<file path="src/pkg/sfbi_pkg.sv">
// constants, opcodes and register map for the status flag bit instruction block
//------------------------------------------------------------------------------
//------------------------------------------------------------------------------
package sfbi_pkg;

   // status register bit positions
   localparam int FLAG_C = 0;
   localparam int FLAG_Z = 1;
   localparam int FLAG_N = 2;
   localparam int FLAG_V = 3;
   localparam int FLAG_S = 4;
   localparam int FLAG_H = 5;
   localparam int FLAG_T = 6;
   localparam int FLAG_I = 7;

   // apb register byte offsets
   localparam logic [7:0] OFS_FLAGS   = 8'h00;
   localparam logic [7:0] OFS_INSTR   = 8'h04;
   localparam logic [7:0] OFS_WREG    = 8'h08;
   localparam logic [7:0] OFS_COUNT   = 8'h0C;

   // instr register fields: op [4:0], index [7:5], reg select [12:8]
   localparam int INSTR_OP_LSB  = 0;
   localparam int INSTR_IDX_LSB = 5;
   localparam int INSTR_REG_LSB = 8;

   // reset values
   localparam logic [7:0] FLAGS_RESET = 8'h00;
   localparam logic [7:0] WREG_RESET  = 8'h00;

   // instruction codes
   typedef enum logic [4:0] {
      OP_IDLE   = 5'h00,
      OP_BSTORE = 5'h01,
      OP_BLOAD  = 5'h02,
      OP_C_SET  = 5'h03,
      OP_C_CLR  = 5'h04,
      OP_N_SET  = 5'h05,
      OP_N_CLR  = 5'h06,
      OP_Z_SET  = 5'h07,
      OP_Z_CLR  = 5'h08,
      OP_ION    = 5'h09,
      OP_IOFF   = 5'h0A,
      OP_S_SET  = 5'h0B,
      OP_S_CLR  = 5'h0C,
      OP_V_SET  = 5'h0D,
      OP_V_CLR  = 5'h0E,
      OP_SETT   = 5'h0F,
      OP_CLRT   = 5'h10,
      OP_H_SET  = 5'h11,
      OP_H_CLR  = 5'h12,
      OP_XSET   = 5'h13,
      OP_XCLR   = 5'h14
   } sfbi_op_e;

endpackage

</file>
<file path="src/hdl/sfbi_core.sv">
// status flag and bit transfer instruction executor with apb register access
module sfbi_core
   import sfbi_pkg::*;
#(
   parameter int NREGS = 32
) (
   // clock and reset
   input  wire logic        pclk,
   input  wire logic        presetn,
   // apb slave
   input  wire logic        psel,
   input  wire logic        penable,
   input  wire logic        pwrite,
   input  wire logic [7:0]  paddr,
   input  wire logic [31:0] pwdata,
   output logic      [31:0] prdata,
   output logic             pready,
   output logic             pslverr,
   // status flags
   output logic      [7:0]  processor_flags_register,
   output logic             interrupt_enable
);

   //---------------------------------------------------------------------------
   // state
   //---------------------------------------------------------------------------
   logic [7:0]  flags, next_flags;
   logic [7:0]  wreg [NREGS];
   logic [7:0]  next_wreg [NREGS];
   logic [4:0]  wsel, next_wsel;
   logic [31:0] count, next_count;
   logic [31:0] next_prdata;
   logic        next_pslverr;

   logic        acc_wr;
   logic        acc_rd;
   logic        mapped;
   sfbi_op_e    op;
   logic [2:0]  idx;
   logic [4:0]  rsel;

   // access phase decode, answered in the first access cycle
   assign acc_wr = psel & penable & pwrite;
   assign acc_rd = psel & penable & ~pwrite;
   assign mapped = (paddr == OFS_FLAGS) | (paddr == OFS_INSTR) | (paddr == OFS_WREG) | (paddr == OFS_COUNT);
   assign op     = sfbi_op_e'(pwdata[INSTR_OP_LSB +: 5]);
   assign idx    = pwdata[INSTR_IDX_LSB +: 3];
   assign rsel   = pwdata[INSTR_REG_LSB +: 5];

   //---------------------------------------------------------------------------
   // instruction execution and register writes
   //---------------------------------------------------------------------------
   always_comb begin
      next_flags = flags;
      next_wreg  = wreg;
      next_wsel  = wsel;
      next_count = count;
      if (acc_wr && paddr == OFS_FLAGS) begin
         next_flags = pwdata[7:0];
      end
      if (acc_wr && paddr == OFS_WREG) begin
         next_wreg[wsel] = pwdata[7:0];
      end
      if (acc_wr && paddr == OFS_INSTR) begin
         // each instruction completes in this single cycle
         next_count = count + 32'h00000001;
         next_wsel  = rsel;
         case (op)
            OP_IDLE: next_flags = flags;
            OP_BSTORE: next_flags[FLAG_T] = wreg[rsel][idx];
            OP_BLOAD:  next_wreg[rsel][idx] = flags[FLAG_T];
            OP_C_SET:  next_flags[FLAG_C] = 1'b1;
            OP_C_CLR:  next_flags[FLAG_C] = 1'b0;
            OP_N_SET:  next_flags[FLAG_N] = 1'b1;
            OP_N_CLR:  next_flags[FLAG_N] = 1'b0;
            OP_Z_SET:  next_flags[FLAG_Z] = 1'b1;
            OP_Z_CLR:  next_flags[FLAG_Z] = 1'b0;
            OP_ION:  next_flags[FLAG_I] = 1'b1;
            OP_IOFF: next_flags[FLAG_I] = 1'b0;
            OP_S_SET:  next_flags[FLAG_S] = 1'b1;
            OP_S_CLR:  next_flags[FLAG_S] = 1'b0;
            OP_V_SET:  next_flags[FLAG_V] = 1'b1;
            OP_V_CLR:  next_flags[FLAG_V] = 1'b0;
            OP_H_SET:  next_flags[FLAG_H] = 1'b1;
            OP_H_CLR:  next_flags[FLAG_H] = 1'b0;
            OP_SETT: next_flags[FLAG_T] = 1'b1;
            OP_CLRT: next_flags[FLAG_T] = 1'b0;
            OP_XSET: next_flags[idx] = 1'b1;
            OP_XCLR: next_flags[idx] = 1'b0;
            default: next_flags = flags;
         endcase
      end
   end

   //---------------------------------------------------------------------------
   // read mux and error answer
   //---------------------------------------------------------------------------
   always_comb begin
      next_prdata  = 32'h00000000;
      next_pslverr = 1'b0;
      if (psel && !penable) begin
         next_pslverr = ~mapped;
         if (!pwrite) begin
            case (paddr)
               OFS_FLAGS: next_prdata = {24'h000000, flags};
               OFS_WREG:  next_prdata = {24'h000000, wreg[wsel]};
               OFS_INSTR: next_prdata = {27'h0000000, wsel};
               OFS_COUNT: next_prdata = count;
               default:   next_prdata = 32'h00000000;
            endcase
         end
      end else if (psel && penable) begin
         next_prdata  = prdata;
         next_pslverr = pslverr;
      end
   end

   //---------------------------------------------------------------------------
   // registers
   //---------------------------------------------------------------------------
   always_ff @(posedge pclk or negedge presetn) begin
      if (!presetn) begin
         flags   <= FLAGS_RESET;
         wsel    <= 5'h00;
         count   <= 32'h00000000;
         prdata  <= 32'h00000000;
         pslverr <= 1'b0;
         pready  <= 1'b0;
         processor_flags_register <= FLAGS_RESET;
         interrupt_enable         <= 1'b0;
      end else begin
         flags   <= next_flags;
         wsel    <= next_wsel;
         count   <= next_count;
         prdata  <= next_prdata;
         pslverr <= next_pslverr;
         pready  <= psel & ~penable;
         processor_flags_register <= next_flags;
         interrupt_enable         <= next_flags[FLAG_I];
      end
   end

   // working register file, one generate entry per register
   for (genvar g = 0; g < NREGS; g++) begin : g_wreg
      always_ff @(posedge pclk or negedge presetn) begin
         if (!presetn) begin
            wreg[g] <= WREG_RESET;
         end else begin
            wreg[g] <= next_wreg[g];
         end
      end
   end

   //---------------------------------------------------------------------------
   // checks
   //---------------------------------------------------------------------------
   wire instr_go = psel & penable & pwrite & pready & (paddr == OFS_INSTR);
   wire [4:0] op_w = pwdata[4:0];

   carry_set_a: assert property (@(posedge pclk) disable iff (!presetn)
      instr_go && op_w == OP_C_SET |=> flags[FLAG_C] && flags[7:1] == $past(flags[7:1]))
      else $error("carry set failed");
   carry_clr_a: assert property (@(posedge pclk) disable iff (!presetn)
      instr_go && op_w == OP_C_CLR |=> !flags[FLAG_C] && flags[7:1] == $past(flags[7:1]))
      else $error("carry clear failed");
   neg_set_a: assert property (@(posedge pclk) disable iff (!presetn)
      instr_go && op_w == OP_N_SET |=> flags[FLAG_N] && flags[7:3] == $past(flags[7:3]))
      else $error("negative set failed");
   neg_clr_a: assert property (@(posedge pclk) disable iff (!presetn)
      instr_go && op_w == OP_N_CLR |=> !flags[FLAG_N] && flags[1:0] == $past(flags[1:0]))
      else $error("negative clear failed");
   zero_set_a: assert property (@(posedge pclk) disable iff (!presetn)
      instr_go && op_w == OP_Z_SET |=> flags[FLAG_Z] && flags[7:2] == $past(flags[7:2]))
      else $error("zero set failed");
   zero_clear_a: assert property (@(posedge pclk) disable iff (!presetn)
      instr_go && op_w == OP_Z_CLR |=> !flags[FLAG_Z] && flags[FLAG_C] == $past(flags[FLAG_C]))
      else $error("zero clear failed");
   int_on_a: assert property (@(posedge pclk) disable iff (!presetn)
      instr_go && op_w == OP_ION |=> interrupt_enable && flags[FLAG_I])
      else $error("interrupt enable not set");
   int_off_a: assert property (@(posedge pclk) disable iff (!presetn)
      instr_go && op_w == OP_IOFF |=> !interrupt_enable && flags[6:0] == $past(flags[6:0]))
      else $error("interrupt enable not cleared");
   signed_set_a: assert property (@(posedge pclk) disable iff (!presetn)
      instr_go && op_w == OP_S_SET |=> flags[FLAG_S] && flags[7:5] == $past(flags[7:5]))
      else $error("signed set failed");
   signed_clr_a: assert property (@(posedge pclk) disable iff (!presetn)
      instr_go && op_w == OP_S_CLR |=> !flags[FLAG_S] && flags[3:0] == $past(flags[3:0]))
      else $error("signed clear failed");
   ovf_set_a: assert property (@(posedge pclk) disable iff (!presetn)
      instr_go && op_w == OP_V_SET |=> flags[FLAG_V] && flags[7:4] == $past(flags[7:4]))
      else $error("overflow set failed");
   ovf_clr_a: assert property (@(posedge pclk) disable iff (!presetn)
      instr_go && op_w == OP_V_CLR |=> !flags[FLAG_V] && flags[2:0] == $past(flags[2:0]))
      else $error("overflow clear failed");
   half_set_a: assert property (@(posedge pclk) disable iff (!presetn)
      instr_go && op_w == OP_H_SET |=> flags[FLAG_H] && flags[4:0] == $past(flags[4:0]))
      else $error("half carry set failed");
   half_clr_a: assert property (@(posedge pclk) disable iff (!presetn)
      instr_go && op_w == OP_H_CLR |=> !flags[FLAG_H] && flags[7:6] == $past(flags[7:6]))
      else $error("half carry clear failed");
   tflag_clr_a: assert property (@(posedge pclk) disable iff (!presetn)
      instr_go && op_w == OP_CLRT |=> !flags[FLAG_T] && flags[5:0] == $past(flags[5:0]))
      else $error("transfer clear failed");
   idle_hold_a: assert property (@(posedge pclk) disable iff (!presetn)
      instr_go && op_w == OP_IDLE |=> $stable(flags))
      else $error("idle changed flags");
   bit_store_a: assert property (@(posedge pclk) disable iff (!presetn)
      instr_go && op_w == OP_BSTORE |=> flags[FLAG_T] == $past(wreg[pwdata[12:8]][pwdata[7:5]]))
      else $error("bit store wrong");
   bit_load_a: assert property (@(posedge pclk) disable iff (!presetn)
      instr_go && op_w == OP_BLOAD |=> $stable(flags))
      else $error("bit load touched flags");
   load_value_a: assert property (@(posedge pclk) disable iff (!presetn)
      instr_go && op_w == OP_BLOAD |=> wreg[wsel][$past(pwdata[7:5])] == flags[FLAG_T])
      else $error("bit load wrong value");
   xset_a: assert property (@(posedge pclk) disable iff (!presetn)
      instr_go && op_w == OP_XSET |=> flags[$past(pwdata[7:5])])
      else $error("indexed set failed");
   xclr_a: assert property (@(posedge pclk) disable iff (!presetn)
      instr_go && op_w == OP_XCLR |=> !flags[$past(pwdata[7:5])])
      else $error("indexed clear failed");

endmodule // sfbi_core

</file>
<file path="config.mk">
export PLATFORM = sky130hd
export DESIGN_NAME = sfbi_core
export DESIGN_NICKNAME = d
export VERILOG_FILES = /design/src/pkg/sfbi_pkg.sv /design/src/hdl/sfbi_core.sv
export SDC_FILE = /design/constraint.sdc
export NUM_CORES = 1
export LEC_CHECK = 0
export BUFFER_PORTS_ARGS = -buffer_cell sky130_fd_sc_hd__buf_2
export CELL_PAD_IN_SITES_DETAIL_PLACEMENT = 1
export CELL_PAD_IN_SITES_GLOBAL_PLACEMENT = 1
export CORE_MARGIN = 2
export CORE_UTILIZATION = 49
export DETAILED_ROUTE_END_ITERATION = 16
export PLACE_DENSITY = 0.88
export SYNTH_ARGS = -nofsm -noshare
export SYNTH_HDL_FRONTEND = slang
export SYNTH_SLANG_ARGS = --single-unit
</file>
<file path="constraint.sdc">
create_clock -name pclk -period 3.15 [get_ports pclk]
set_clock_uncertainty 0.1 [all_clocks]
set_input_delay 0.63 -clock pclk [delete_from_list [all_inputs] [get_ports pclk]]
set_output_delay 0.63 -clock pclk [all_outputs]
set_load 0.05 [all_outputs]
</file>
### Yosys cells after proc, flatten, opt, wreduce, memory -nomap -nowiden

Index checks and enable logic that the tools add are counted.

* register bits after elaboration: 335
* input port bits: 45
* output and inout bits: 43
* logic and storage cells: 150

* $add $sub $neg: 1
* order comparisons: 6
* equality and inequality tests: 32
* muxes and demuxes: 35
* bitwise operators: 13
* reduce and logical (&&, ||, !) cells: 18

Operators with widths (count)
* $mux W256: 3
* $bwmux W256: 2
* $pmux W32 S4: 1
* $reduce_or A16 Y1: 7
* $mux W32: 3
* $bmux W8 S5: 2
* $demux W8 S5: 2
* $mux W8: 8
* $ne A6 B2 Y1 const B: 7
* $eq A5 B4 Y1 const B: 8
* $pmux W1 S5: 7
* $add A32 B1 Y32 const B: 1
* $eq A5 B5 Y1 const B: 5
* $eq A5 B3 Y1 const B: 4
* $eq A8 B4 Y1 const B: 2
* $reduce_or A15 Y1: 1
* $ge A6 B6 Y1 const B: 2
* $lt A6 B1 Y1 const B: 2
* $not A5 Y6: 2
* $eq A5 B2 Y1 const B: 2
* $and A8 B8 Y8: 1
* $eq A8 B3 Y1 const B: 1
* $logic_and A1 B1 Y1: 8
* $logic_not A8 Y1: 1
* other kinds (15): 23

### Logic depth before layout (Yosys ltp)

* depth in word-level cells: 10
* mapped depth: 11
* depth with buffers taken out: 7

### Worst setup path before layout

Ideal clock, no wire load.

* kind: input-to-reg
* from: input paddr[5]
* to: register wreg[92] in the netlist's numbering
* library setup time: 0.125 ns
* arrival: 3.227 ns
* required time: 2.925 ns
* slack: -0.302 ns
* cell stages on the path: 9
* path buffers: 2
* path through: or4_1 buf_2 or2_4 nor4b_2 or3b_1 buf_6 nor2_8 mux2_1 mux2_4

RTL lines
* from (decl): RTL line sfbi_core.sv:14 `input wire logic [7:0] paddr,`
* to (signal, indexed assignment): RTL line sfbi_core.sv:149 `wreg[g] <= next_wreg[g];`
* to (decl): RTL line sfbi_core.sv:28 `logic [7:0] wreg [NREGS];`

### Final worst setup path

* from: register wsel[0]
* to: register prdata[3]

* word-level cells in the longest chain between the ends: 7

RTL lines
* from (decl): RTL line sfbi_core.sv:30 `logic [4:0] wsel, next_wsel;`
* from (signal assigned): RTL line sfbi_core.sv:133 `wsel <= next_wsel;`
* $not A5 Y6 (not written as such): RTL line sfbi_core.sv:106 `OFS_WREG: next_prdata = {24'h000000, wreg[wsel]};`
* $bmux W8 S5: RTL line sfbi_core.sv:106
* $mux W8 (not written as such) (2 in series): RTL line sfbi_core.sv:106
* $pmux W32 S4: RTL line sfbi_core.sv:104 `case (paddr)`
* $mux W32: RTL line sfbi_core.sv:103 `if (!pwrite) begin`
* $mux W32: RTL line sfbi_core.sv:101 `if (psel && !penable) begin`
* to (signal assigned): RTL line sfbi_core.sv:135 `prdata <= next_prdata;`
* to (decl): RTL line sfbi_core.sv:16 `output logic [31:0] prdata,`

No other way between the ends. The select of a mux whose other input is x is not followed.
A chain may end at the register's enable or synchronous reset.

==> results.md <==
- Run status: complete, but fails checks
- Failing checks: max-slew violations, negative setup slack
- Beginning of the critical path: wsel[0]
- Floorplan row count: 77
- Via Count: 23554
- I/O Pins: 88
- Vias in the first global route: ~25000
- Arr. time, crit path: 3640 ps
- Leading register cell type out of synthesis: dfrtp_1
- Final hold slack: 184 ps
- First-pass GRT wire length: 163000 um
- Yosys warns: 0
- WL met3: 14200 um
- Area of the multi-input gates: 0.0128 mm^2
- CP startpoint kind: register
- Initial antenna violation count: 3
- Final HPWL DP: 69000 um
- P per Cell Area: around 400 mW/mm^2
- Leakage: around 11 nW
- Synth area leaders: dfrtp_1 (38%), mux2i_1 (17%), mux4_2 (7.6%)
- CTS sink count: about 340
- Starting DRT DRC Count: 3784
- CTS Buffer Depth: 3
- Placement Setup Slack: -284 ps
- Total gr overflow: 0
- Vias per cell: 7.46
- Clock Latency Late Sink: 640 ps
- Post-DP Area: 0.0248 mm^2
- Synth top area share: 0.380
- Layout area overhead: 19.6%
- Post-Syn Area: 0.0220 mm^2
- Synth Area per Inst: roughly 9 um^2
- Finished Cell Area: 0.0263 mm^2
- Post-synth top area cell: dfrtp_1
- Worst Max-Slew Pin Slew: roughly 1800 ps
- Peak supply drop: 0.382 mV
- Post-synth EDFFs: 0
- Min cycle time layout: around 3200 ps
- Met1 Routed Length: ~38000 um
- Layout Nets: 2576
- Max Used Layer: met5
- Unique masters post-synth: 66
- Register cell area after layout: around 0.0084 mm^2
- Element type at the critical path end: register
- Largest net degree at the start of global routing: 257
- # setup viols final: 2
- Period utilisation layout: 1.02
- Drt wl/cell: 34.9 um
- Final ANT Viol Nets: 0
- Overall die area: 0.0467 mm^2
- FF+latch count, synth: 335
- Min-delay src: psel
- Slew Limit Fails: 145
- CP required: 3580 ps
- Reg-to-Reg Start: wsel[0]
- Setup bufs post-CTS: 0
- Pwr Total: 0.0105 W
- Hold Path Class: in2reg
- Post-synth top cells: mux2i_1 (385), dfrtp_1 (335), nor2_1 (314), o21ai_0 (221), nand3_1 (207)
- CTS H-tree depth: 2
- CORE AREA: between 0.04 and 0.05 mm^2
- Root Driver: clkbuf_16
- Die width: approximately 220 um
- Crit path max fanout: 25
- Syn Nets: 2443
- Layout cell share with drive strength beyond 1: 0.199
- Max-slew headroom: -0.179
- Placer Congestion: between 1 and 1.5
- Asr flop ratio synth: 1.00
- FILL cells: 4892
- DRT Pass-1 Iters: 6
- Post-route setup slack: -65.1 ps
- Max-capacitance violation count: 0
- Final Hold Viols: 0
- Die height: 216 um
- CTS tree: yes
- Mapped Cells: 2397
- Initial Utilization: 0.497
- Port Buffers: between 60 and 70
- WL met2: ~48000 um
- Post-synthesis sequential area ratio: 0.380
- RSZ-0062 raised after global routing: yes
- Most common cell in the netlist: mux2i_1
- Total GRT Usage: 0.469
- Crit Path Class: reg2reg
- WL final: 110000 um
- CTS Buf Count: 41
- FMAX: around 0.31 GHz
- Worst-path clk slew: ~60 ps
- DRC Markers: 0
## path summary, 6_finish.rpt
check,depth (start not counted),slack [ps],to
worst max-delay path,7,-70,prdata[3]
worst min-delay path,2,180,pslverr
max in group asynchronous,3,1520,wreg[201]
min in group asynchronous,2,450,wreg[183]
worst max register to register,7,-70,prdata[3]
worst min register to register,1,410,prdata[2]
## cells by family (layout without fill, tap and decap cells)
kind of cell,count (synthesis),in the layout,share of synthesized area
AO/OA/AOI/OAI,470,470,0.122
XOR/XNOR,31,31,0.0123
adder cells (fa/ha/maj),1,1,0.000568
buffers and inverters,219,384,0.0388
flip-flops,335,335,0.380
multiplexers,465,465,0.254
other,0,2,0
AND/OR/NAND/NOR,876,876,0.192
## critical path: stages (launching register included)
cell and delay, ps:
dfrtp_4 510, buf_16 250, buf_4 190, mux4_2 520, a22oi_2 270, nand4_1 360, mux4_2 650, a22o_1 230
## cell type report
class,instances,area share
Inverter,4,0.000570
Multi-Input combinational cell,1843,0.488
Antenna cell,2,0.000190
Sequential cell,335,0.319
Clock inverter,22,0.0124
Tap cell,592,0.0281
Timing Repair Buffer,305,0.109
Clock buffer,53,0.0429
## registers in the layout (all words and copies together), names as in the netlist
register	count
prdata	32
pready	1
wreg	256
flags	8
wsel	5
count	32
pslverr	1
## per-layer routing
layer  vias up  track usage
li1       8974            -
met1     11726        0.551
met2      2137        0.695
met3       711        0.168
met4         6        0.373
met5         -       0.0188
## timing repair
action	4_1_cts	5_1_grt
hold buffers	1	0
endpoints found under the hold margin	65	0
gates resized for setup	2	3
setup endpoints to repair	2	2
pin swaps	1	1
## through the flow
stage                      util  TNS, ps  cells
after global placement    0.561    -6020   3078
after global routing      0.594    -49.8   3154
after floorplan               -     -174   2397
final                     0.594    -82.7   3156
after CTS                 0.594        0   3154
after detailed placement  0.561   -25160   3078
## cells in the final DEF (no fill, tap or decap), types with 26 or more instances in the layout
cell / count
buf_2: 66
nor2_1: 313
a21oi_1: 80
clkbuf_16: 41
buf_12: 58
dfrtp_1: 332
nand2_1: 184
o22ai_1: 64
a22o_1: 33
nand3_1: 207
buf_4: 177
mux4_2: 74
mux2i_1: 385
o21ai_0: 221
xnor2_1: 26
## report_power, final
group          switching, W  internal [W]  total, W  leakage (nW)
Combinational      0.000610      0.000234  0.000845          5.68
Clock               0.00225       0.00306   0.00532         0.697
Sequential        0.0000144       0.00431   0.00432          4.67
No activity file was read; power rests on OpenSTA's default activity.
